$ cat config.mk
export PLATFORM = sky130hd
export DESIGN_NAME = dlg_loop_config
export DESIGN_NICKNAME = d
export VERILOG_FILES = /design/src/pkg/dlg_pkg.sv /design/src/pkg/dlg_gain_if.sv /design/src/dlg_gain_decode.sv /design/src/dlg_loop_config.sv
export VERILOG_INCLUDE_DIRS = /design/src /design/src/pkg
export SDC_FILE = /design/constraint.sdc
export NUM_CORES = 1
export LEC_CHECK = 0
export BUFFER_PORTS_ARGS = -buffer_cell sky130_fd_sc_hd__buf_2
export CAP_MARGIN = 30
export CORE_AREA = 8 8 53 77
export CTS_CLUSTER_SIZE = 40
export DETAILED_ROUTE_END_ITERATION = 7
export DIE_AREA = 0 0 61 85
export PLACE_DENSITY = 0.85
export REMOVE_ABC_BUFFERS = 1
export SYNTH_ARGS = -nofsm -noshare
export SYNTH_HDL_FRONTEND = slang
export SYNTH_HIERARCHICAL = 1
export SYNTH_SLANG_ARGS = --single-unit
$ cat constraint.sdc
create_clock -name clk_in -period 1.9 [get_ports clk_in]
set_input_delay 0.19 -clock clk_in [delete_from_list [all_inputs] [get_ports clk_in]]
set_output_delay 0.19 -clock clk_in [all_outputs]
set_load 0.05 [all_outputs]
$ cat src/pkg/dlg_defs.svh
// Offsets, field positions, reset values for the demodulator loop configuration registers
`ifndef DLG_DEFS_SVH
`define DLG_DEFS_SVH

// ==========================================================================
// Register offsets
`define DLG_FREQ_OFFSET_COMP_CONFIG_ADDR 8'h19
`define DLG_BIT_SYNC_CONFIG_ADDR         8'h1a

// ==========================================================================
// freq_offset_comp_config fields
`define DLG_FOC_GATE_BIT      5
`define DLG_FREQ_GAIN_PRE_MSB  4
`define DLG_FREQ_GAIN_PRE_LSB  3
`define DLG_FREQ_GAIN_POST_BIT 2
`define DLG_FREQ_SAT_MSB       1
`define DLG_FREQ_SAT_LSB       0
`define DLG_FOC_USED_MSB      5
`define DLG_FOC_RESET         6'h36

// ==========================================================================
// bit_sync_config fields
`define DLG_CLKREC_KI_PRE_MSB  7
`define DLG_CLKREC_KI_PRE_LSB  6
`define DLG_CLKREC_KP_PRE_MSB  5
`define DLG_CLKREC_KP_PRE_LSB  4
`define DLG_CLKREC_KI_POST_BIT 3
`define DLG_BS_RESET          8'h6c

// ==========================================================================
// Gain encoding in half-units of the base gain, and base shift for the offset limit
`define DLG_GAIN_HALF         4'h1
`define DLG_LIMIT_SHIFT_BASE  3'h4

`endif

$ cat src/pkg/dlg_pkg.sv
// Types shared by the demodulator loop configuration block
package dlg_pkg;

	// Two-bit gain select code
	typedef logic [1:0] dlg_code_t;

	// Gain in half-units of the base loop gain
	typedef logic [3:0] dlg_gain_t;

	// Frequency offset saturation codes
	typedef enum logic [1:0] {
		DLG_LIMIT_OFF     = 2'h0,
		DLG_LIMIT_EIGHTH  = 2'h1,
		DLG_LIMIT_QUARTER = 2'h2,
		DLG_LIMIT_HALF    = 2'h3
	} dlg_limit_e;

endpackage

$ cat src/pkg/dlg_gain_if.sv
// Gain select request and decoded gain between controller and decoder
`timescale 1ns/1ps
`default_nettype none

interface dlg_gain_if;
	dlg_pkg::dlg_code_t code;
	logic               post_sel;
	logic               sync;
	dlg_pkg::dlg_gain_t gain;

	modport ctrl (output code, output post_sel, output sync, input gain);
	modport dec  (input code, input post_sel, input sync, output gain);
endinterface

`default_nettype wire

$ cat src/dlg_gain_decode.sv
// Decodes a two-bit gain code and post-sync select into a gain in half-units
`timescale 1ns/1ps
`default_nettype none
`include "dlg_defs.svh"

module dlg_gain_decode (
	dlg_gain_if.dec g
);

	// ==========================================================================
	// Decode: code n gives (n+1) base gains, post-sync select gives half gain
	always_comb begin
		if (g.sync && g.post_sel) begin
			g.gain = `DLG_GAIN_HALF;
		end else begin
			g.gain = {3'(g.code) + 3'h1, 1'b0};
		end
	end

endmodule

`default_nettype wire

$ cat src/dlg_loop_config.sv
// Register bank and gain selection for the demodulator offset and clock recovery loops
`timescale 1ns/1ps
`default_nettype none
`include "dlg_defs.svh"

module dlg_loop_config (
	input  wire logic               clk_in,
	input  wire logic               rst_n_in,
	input  wire logic [7:0]         reg_addr_in,
	input  wire logic               reg_wr_en_in,
	input  wire logic [7:0]         reg_wr_data_in,
	input  wire logic               reg_rd_en_in,
	output logic      [7:0]         reg_rd_data_out,
	input  wire logic               sync_detected_in,
	input  wire logic               carrier_sense_in,
	output logic                    loop_freeze_out,
	output dlg_pkg::dlg_gain_t      freq_gain_out,
	output logic                    freq_comp_enable_out,
	output logic      [2:0]         freq_limit_shift_out,
	output dlg_pkg::dlg_gain_t      clkrec_integral_gain_out,
	output dlg_pkg::dlg_gain_t      clkrec_proportional_gain_out
);

	// ==========================================================================
	// Register state
	logic [5:0]         foc_q;
	logic [5:0]         foc_d;
	logic [7:0]         bs_q;
	logic [7:0]         bs_d;
	logic [7:0]         rd_q;
	logic [7:0]         rd_d;

	logic               loop_freeze_until_carrier;
	dlg_pkg::dlg_code_t freq_gain_pre_sync;
	logic               freq_gain_post_sync_sel;
	dlg_pkg::dlg_limit_e freq_offset_saturation;
	dlg_pkg::dlg_code_t clkrec_integral_pre_sync;
	dlg_pkg::dlg_code_t clkrec_proportional_pre_sync;
	logic               clkrec_integral_post_sync_sel;

	// Field views of the stored registers
	assign loop_freeze_until_carrier     = foc_q[`DLG_FOC_GATE_BIT];
	assign freq_gain_pre_sync            = foc_q[`DLG_FREQ_GAIN_PRE_MSB:`DLG_FREQ_GAIN_PRE_LSB];
	assign freq_gain_post_sync_sel       = foc_q[`DLG_FREQ_GAIN_POST_BIT];
	assign freq_offset_saturation        =
		dlg_pkg::dlg_limit_e'(foc_q[`DLG_FREQ_SAT_MSB:`DLG_FREQ_SAT_LSB]);
	assign clkrec_integral_pre_sync      = bs_q[`DLG_CLKREC_KI_PRE_MSB:`DLG_CLKREC_KI_PRE_LSB];
	assign clkrec_proportional_pre_sync  = bs_q[`DLG_CLKREC_KP_PRE_MSB:`DLG_CLKREC_KP_PRE_LSB];
	assign clkrec_integral_post_sync_sel = bs_q[`DLG_CLKREC_KI_POST_BIT];

	// Register writes and read data; unused top bits are never stored
	always_comb begin
		foc_d = foc_q;
		bs_d  = bs_q;
		rd_d  = rd_q;
		if (reg_wr_en_in && reg_addr_in == `DLG_FREQ_OFFSET_COMP_CONFIG_ADDR) begin
			foc_d = reg_wr_data_in[`DLG_FOC_USED_MSB:0];
		end
		if (reg_wr_en_in && reg_addr_in == `DLG_BIT_SYNC_CONFIG_ADDR) begin
			bs_d = reg_wr_data_in;
		end
		if (reg_rd_en_in) begin
			unique case (reg_addr_in)
				`DLG_FREQ_OFFSET_COMP_CONFIG_ADDR: rd_d = {2'h0, foc_q};
				`DLG_BIT_SYNC_CONFIG_ADDR:         rd_d = bs_q;
				default:                           rd_d = 8'h00;
			endcase
		end
	end

	// Register and read data flops
	always_ff @(posedge clk_in or negedge rst_n_in) begin
		if (!rst_n_in) begin
			foc_q <= `DLG_FOC_RESET;
			bs_q  <= `DLG_BS_RESET;
			rd_q  <= 8'h00;
		end else begin
			foc_q <= foc_d;
			bs_q  <= bs_d;
			rd_q  <= rd_d;
		end
	end

	assign reg_rd_data_out = rd_q;

	// ==========================================================================
	// Gain decoders
	dlg_gain_if freq_g ();
	dlg_gain_if ki_g ();
	dlg_gain_if kp_g ();

	// Frequency loop gain, set to half a base gain after sync when selected
	assign freq_g.code     = freq_gain_pre_sync;
	assign freq_g.post_sel = freq_gain_post_sync_sel;
	assign freq_g.sync     = sync_detected_in;
	// Integral gain switches at sync
	assign ki_g.code       = clkrec_integral_pre_sync;
	assign ki_g.post_sel   = clkrec_integral_post_sync_sel;
	assign ki_g.sync       = sync_detected_in;
	// Proportional gain has no post-sync setting here
	assign kp_g.code       = clkrec_proportional_pre_sync;
	assign kp_g.post_sel   = 1'b0;
	assign kp_g.sync       = sync_detected_in;

	dlg_gain_decode u_freq_dec (.g(freq_g));
	dlg_gain_decode u_ki_dec   (.g(ki_g));
	dlg_gain_decode u_kp_dec   (.g(kp_g));

	// ==========================================================================
	// Registered loop controls
	logic               freeze_q;
	logic               freeze_d;
	dlg_pkg::dlg_gain_t fgain_q;
	dlg_pkg::dlg_gain_t fgain_d;
	dlg_pkg::dlg_gain_t kigain_q;
	dlg_pkg::dlg_gain_t kigain_d;
	dlg_pkg::dlg_gain_t kpgain_q;
	dlg_pkg::dlg_gain_t kpgain_d;
	logic               fen_q;
	logic               fen_d;
	logic [2:0]         shift_q;
	logic [2:0]         shift_d;

	// Freeze, gains and saturation for the datapath
	always_comb begin
		freeze_d = loop_freeze_until_carrier && !carrier_sense_in;
		fgain_d  = freq_g.gain;
		kigain_d = ki_g.gain;
		kpgain_d = kp_g.gain;
		fen_d    = freq_offset_saturation != dlg_pkg::DLG_LIMIT_OFF;
		shift_d  = `DLG_LIMIT_SHIFT_BASE - 3'(freq_offset_saturation);
	end

	// Loop control output flops, cleared while in reset
	always_ff @(posedge clk_in or negedge rst_n_in) begin
		if (!rst_n_in) begin
			freeze_q <= 1'b0;
			fgain_q  <= 4'h0;
			kigain_q <= 4'h0;
			kpgain_q <= 4'h0;
			fen_q    <= 1'b0;
			shift_q  <= 3'h0;
		end else begin
			freeze_q <= freeze_d;
			fgain_q  <= fgain_d;
			kigain_q <= kigain_d;
			kpgain_q <= kpgain_d;
			fen_q    <= fen_d;
			shift_q  <= shift_d;
		end
	end

	assign loop_freeze_out              = freeze_q;
	assign freq_gain_out                = fgain_q;
	assign clkrec_integral_gain_out     = kigain_q;
	assign clkrec_proportional_gain_out = kpgain_q;
	assign freq_comp_enable_out         = fen_q;
	assign freq_limit_shift_out         = shift_q;
endmodule

`default_nettype wire

; Word level (Yosys, flattened, before mapping)
; Cells that the tools add are included.
[classes]
reduce_logical = 7
n_addsub = 4
eq_ne = 2
muxes = 3
[op_table]
columns = operator, n
row1 = "== test 8 x 5 -> 1 bit, second input constant", 2
row2 = one-hot mux 8 bit (2 select lines), 1
row3 = "adder 2 x 1 -> 3 bit, second input constant", 3
row4 = 2-to-1 mux 4 bit, 2
row5 = logical AND 1 bit, 5
row6 = "subtractor 3 x 2 -> 3 bit, first input constant", 1
row7 = nonzero test 2 bit, 1
row8 = logical NOT 1 bit, 1
[word_totals]
reg_bits = 38
word_cells = 25

; Longest topological paths before layout
; Gate-level depths: netlist (run 1).
[depth]
ltp_word = 2
depth_mapped = 4
ltp_nobuf = 3

; Cells and area by module
; The synthesis (run 1) kept the hierarchy.
[modules_own_cells]
columns = module, area_per_inst_um2, cells_per_inst, seq_area_each_um2, n_inst
row1 = dlg_loop_config, 1422.6, 93, 985.9, 1
row2 = dlg_gain_decode, 40.0, 5, 0.0, 3

; Least setup slack after synthesis (run 1)
; Ideal clock, no wire load.
[synth_path]
kind = input to register
start = input reg_addr_in[5]
end = register foc_q[0]
setup_slack_ps = 586
t_required_ps = 1775
n_path_buf = 1
cell_stages = 4
arrival_ps = 1189
path_cell_list = nor4b_4 and4_2 buf_6 mux2_2
[synth_via]
elab_chain_cells = 2
[synth_lines]
columns = element, line
row1 = start: declaration, dlg_loop_config.sv:9  ; input wire logic [7:0] reg_addr_in,
row2 = == test 8 x 5 -> 1 bit, n/a
row3 = logical AND 1 bit (no line), n/a
row4 = end signal: assignment, dlg_loop_config.sv:74  ; foc_q <= `DLG_FOC_RESET;
row5 = end signal: assignment, dlg_loop_config.sv:78  ; foc_q <= foc_d;
row6 = end: declaration, dlg_loop_config.sv:26  ; logic [5:0] foc_q;
; Every way passes these cells.
; A chain may end at the register's enable or synchronous reset.

; Final worst setup path (run 1)
[layout_path]
start = input reg_addr_in[5]
end = register foc_q[3]
; Same word-level chain as after synthesis.

==> flow_summary.ini, run 1 <==
[floorplanning]
initial_core_util_pct = 50.8
die_x_um = 61
dieHeight_um = 85
dieArea_um2 = 5190
core_area_um2 = 3030
rows = 25
io_pins = 47

[worst_setup_path]
arrival_ns = 1.37
rr_worst_depth = 2
crit_type = input port to flop
startpoint_type = input port
crit_required_ns = 2.07
crit_fanout = 6
end_kind = flop
rrSetupSlack_ns = 0.86

[yosys]
async_reset_ff_share_pct = 100
netlist_area_um2 = 1540
synth_cell_types = 20
synthFlopType = dfrtp_1
synth_edf_count = 0
ys_ff_latch = 39
yosysWarnings = 6
seq_area_frac_synth_pct = 63.9
syn_inst = 108
syn_area_per_cell_um2 = 14.3

[clocking]
clkSinkCount = 39
cts_root_buf = clkbuf_8
cts_buffers = 5
post_cts_resized = 0
clock_latency_ns = 0.29
cts-htree-levels = 2
post_cts_buffers = 0
cts_hold_buffers = 0
cts_tree = yes
clockBufferDepth = 2
path_clk_slew_ns = 0.07

[final_layout]
area_growth_pct = 23.8
fillers = 254
antenna_cells = 0
final_nets = 189
drive_gt1_share_pct = 50.6

[drt]
drc = 0
ant_nets = 0
routed_wl_um = 3080
firstDrtPassIters = 6
wl_met3_um = 206
highest_layer = met4
wl_per_cell_um = 15.1
vias = 1013
wl_met2_um = 1640
met1Wirelength_um = 1160
drtIter0Drc = 19
avgViaCountPerCell = 4.97

[timing]
fmax_mhz = 833
whs_ns = -0.0134
setup_violations = 0
period_share_pct = 63.2
report.final.slew_viol_count = 0
period_needed_ns = 1.20
max-slew-margin-rel_pct = 45.8
worst_slew_pin_slew_ns = 0.813
finalHoldViolCount = 16
skew_ns = 0.00441
rsz0062_at_grt = false
setup_tns_ns = 0

[global_route]
antenna_found_initial = 0
grt_pass1_wl_um = 5010
grt_max_degree = 40
grt_pass1_vias = 1094
grt_use_total_pct = 13.1
overflow = 0

[power_and_ir_drop]
powerDensity_nw_per_um2 = 837
max-vdd-ir-drop_mv = 0.573
pwr-share-clk_pct = 32.6
comb_power_share_pct = 11.9
power_switching_mw = 0.416
intPower_mw = 1.18
power.share.switching_pct = 26.0
leakagePower_nw = 1.00
seqPwrFrac_pct = 55.5

[placed_design]
hpwl_um = 2400
place.gp.congestion = 0.784
io_buffers = 46

[run_status]
violations = hold timing
outcome = finished, violations left

[run]
drv_cap = 0

[min_path]
hold_path.class = input port to async pin
cell type report:
type / instances / area [µm²] / area share [%]
multi-input combinational: 65 / 533 / 27.9
timing repair buffer: 48 / 245 / 12.8
clock inverter: 1 / 5.00 / 0.262
inverter: 4 / 15.0 / 0.786
clock buffer: 7 / 76.3 / 3.99
tap: 40 / 50.0 / 2.62
sequential: 39 / 986 / 51.6
power groups by stage:
stage               sequential (mW)  clock (mW)  combinational [mW]
floorplan                     0.972           0              0.0414
global route                  0.891       0.567               0.207
detailed placement            0.904           0               0.193
finish                        0.888       0.522               0.190
global placement              0.901           0               0.187
CTS                           0.888       0.539               0.193
synth_stat cells (2+ instances only):
cell       n  share of area, %
nand2_1    7               1.7
o31ai_1    6               2.9
and2_2     4               1.9
nor2b_1    6               2.4
ha_1       4               3.2
a21boi_0   6               2.9
a41o_1     2               1.3
inv_1      4              0.97
mux2_2    14                10
dfrtp_1   31                50
a21oi_1    3              0.97
dfstp_2    8                14
a22oi_1    6               2.9
state kept, by name, indices dropped and copies added, names as in the netlist:
signal,flops
freq_comp_enable_out,1
clkrec_proportional_gain_out,4
foc_q,6
reg_rd_data_out,8
freq_gain_out,4
clkrec_integral_gain_out,4
bs_q,8
loop_freeze_out,1
freq_limit_shift_out,3
cells by family (layout without fill, tap and decap cells):
kind of cell             count (synthesis)  in the layout  share of synthesized area, %
multiplexers                            14             14                          10.2
flip-flops                              39             39                          63.9
buffers and inverters                    7             60                          2.27
other                                    1              4                         0.243
AND/OR/NAND/NOR                         20             20                          9.08
AO/OA/AOI/OAI                           23             23                          11.0
adder cells (fa/ha/maj)                  4              4                          3.24
final timing paths:
| check | startpoint | end |
|---|---|---|
| min in group clk_in | carrier_sense_in | loop_freeze_out |
| worst min register to register | foc_q[0] | freq_limit_shift_out[0] |
| max in group asynchronous | rst_n_in | bs_q[0] |
| worst min-delay path | rst_n_in | clkrec_integral_gain_out[1] |
| worst max-delay path | reg_addr_in[5] | foc_q[3] |
| worst max register to register | bs_q[6] | clkrec_integral_gain_out[2] |
worst max-delay path, cell delays in order:
cell and delay [ns]:
buf_2 0.11, nor4b_4 0.33, and4_2 0.38, mux2_2 0.36
stage by stage:
| step | area (µm²) | cells | util [%] | power (mW) | setup WS, ns |
|---|---|---|---|---|---|
| 2_1_floorplan | 1530 | 108 | - | 1.01 | 0.599 |
| 3_3_place_gp | 1830 | 196 | 60.3 | 1.09 | 0.451 |
| 3_5_place_dp | 1830 | 196 | 60.3 | 1.10 | 0.390 |
| 4_1_cts | 1910 | 204 | 63.0 | 1.62 | 0.701 |
| 5_1_grt | 1910 | 204 | 63.0 | 1.67 | 0.642 |
| 6_report | 1910 | 204 | 63.0 | 1.60 | 0.699 |
routing by layer:
| metal | GRT usage (%) | vias to the layer above |
|---|---|---|
| li1 | - | 489 |
| met1 | 13.0 | 492 |
| met2 | 21.8 | 27 |
| met3 | 3.93 | 5 |
| met4 | 9.17 | 0 |
| met5 | 0 | - |
placed cells by master, fill, tap and decap left out:
cell / instances
dfstp_2: 8
a41o_1: 2
nor4b_4: 1
clkinv_2: 1
nand4_2: 1
ha_1: 4
o31ai_1: 6
nor2b_1: 6
clkbuf_1: 2
inv_1: 4
and2_2: 4
buf_4: 2
a22oi_1: 6
and4_2: 1
buf_2: 46
dfrtp_1: 31
a21boi_0: 6
mux2_2: 14
a21oi_1: 3
conb_1: 4
clkbuf_8: 5
nand2_1: 7
Note: power is estimated with default switching activity, not from simulation.
==> inputs of run 2 (changes only) <==
- CORE_AREA: 8 8 53 77 -> 8 8 57 83
- DIE_AREA: 0 0 61 85 -> 0 0 65 91
- PLACE_DENSITY: 0.85 -> 0.76
- clock period: 1.9 -> 1.08 ns (I/O delays scaled with it)
==> run 2 against run 1 <==
The flow now finishes without violations. Die area increased by 14%. Sequential share of layout area decreased by 1.8 points. Hold slack improved by 0.071 ns. Utilization decreased by 7.2 points. Critical path depth unchanged. Critical path type unchanged.
==> flow_summary.ini, run 2 (synthesized netlist as in run 1, its figures left out) <==
[run_status]
outcome = finished clean

[worst_setup_path]
crit_fanout = 6
crit_type = input port to flop
crit_slowest_cell = nor4b_4
arrival_ns = 1.23
end_kind = flop
crit_path_max_incr_delay_ns = 0.34
startpoint_type = input port
path_cells = buf_2 -> nor4b_4 -> and4_4 -> mux2_2
crit_required_ns = 1.25

[placed_design]
io_buffers = 46
hpwl_um = 2460
dp_cells = 203
place.gp.congestion = 0.755
detailed_place.area_um2 = 1880
place_ws_ns = -0.337

[drt]
drtIter0Drc = 34
vias = 1064
avgViaCountPerCell = 5.00
routed_wl_um = 3250
ant_nets = 0
drc = 0
firstDrtPassIters = 4
wl_per_cell_um = 15.3

[final_layout]
drive_gt1_share_pct = 51.2
final_nets = 195
fillers = 315
fin_cells = 213
layout_common_cells = 46 x buf_2, 31 x dfrtp_1, 14 x mux2_2, 8 x dfstp_2, 7 x nand2_1
area_growth_pct = 28.2
stdcell_area_um2 = 1980
layout.cells.most_common = buf_2
antenna_cells = 0

[timing]
fmax_mhz = 941
rsz0062_at_grt = true
period_share_pct = 98.4
skew_ns = 0.00495
report.final.slew_viol_count = 0
finalWorstSetupSlack_ns = 0.0175
setup_violations = 0
period_needed_ns = 1.06
finalHoldViolCount = 0

[run]
drv_cap = 0

[clocking]
cts_tree = yes
cts_buffers = 5
cts-htree-levels = 2
clkSinkCount = 39
cts_root_buf = clkbuf_8
path_clk_slew_ns = 0.07
clockBufferDepth = 2
clock_latency_ns = 0.28
post_cts_buffers = 0

[global_route]
grt_max_degree = 40
overflow = 0
grt_use_total_pct = 11.5
antenna_found_initial = 0
grt_pass1_vias = 1154
grt_pass1_wl_um = 5310

[floorplanning]
rows = 27
initial_core_util_pct = 43.5
core_area_um2 = 3550
die_x_um = 65
io_pins = 47
dieArea_um2 = 5920
dieHeight_um = 91

[power_and_ir_drop]
p_total_mw = 2.84
powerDensity_nw_per_um2 = 1440
max-vdd-ir-drop_mv = 0.925
leakagePower_nw = 1.03

[min_path]
hold_path.class = input port to flop
[run 2: cell types whose count changed in the layout (fill, tap and decap cells not counted)]
cell           previous run  this run
and4_2                    1         0
and4_4                    0         1
buf_12                    0         1
buf_4                     2         5
dlygate4sd3_1             0         2
[run 2: worst max-delay path, delay by kind of cell]
family        cells  cell delay [ns]
buf+inv           1             0.11
simple gates      2             0.67
mux               1             0.34
[run 2: cell type report]
cell class,count,area (µm²),share of cell area [%]
well taps,43,53.8,2.72
inverters,4,15.0,0.759
flip-flops and latches,39,986,49.8
clock inverters,1,5.00,0.253
clock buffers,7,76.3,3.86
multi-input cells,65,534,27.0
repair buffers,54,308,15.6
[run 2: timing repair]
action                                  4_1_cts  5_1_grt
gates resized for setup                       1        0
cloned                                        0        0
hold buffers                                  2        0
endpoints found under the hold margin        32        0
pin swaps                                     0        1
endpoints found under the setup margin        2        3
[run 2: final timing paths]
kind	startpoint	endpoint	slack, ns	depth (start not counted)
worst max-delay path	reg_addr_in[5]	foc_q[0]	0.02	4
min in group asynchronous	rst_n_in	clkrec_integral_gain_out[0]	0.31	3
worst max register to register	foc_q[4]	freq_gain_out[2]	0.05	2
worst min register to register	foc_q[0]	freq_limit_shift_out[0]	0.45	0
max in group asynchronous	rst_n_in	foc_q[1]	0.51	3
worst min-delay path	reg_wr_data_in[6]	bs_q[6]	0.06	2
[run 2: metal layers]
layer	GRT usage [%]	wire [µm]	vias to the layer above
li1	-	-	502
met1	11.1	1180	516
met2	20.9	1790	37
met3	3.57	212	9
met4	6.03	66	0
met5	0	0	-
[run 2: power breakdown]
| part | total (mW) | leakage (nW) | internal (mW) | switching (mW) |
|---|---|---|---|---|
| combinational | 0.360 | 0.499 | 0.117 | 0.242 |
| clock | 0.918 | 0.0422 | 0.453 | 0.466 |
| sequential | 1.56 | 0.494 | 1.53 | 0.0305 |
[run 2: metrics by stage]
stage	TNS, ns	util [%]	hold slack [ns]
after floorplan	-1.58	-	-0.188
after global placement	-3.13	52.9	0.0792
after detailed placement	-4.06	52.9	0.0859
after CTS	0	55.8	0.0565
after global routing	-0.0478	55.8	0.0603
final	0	55.8	0.0577
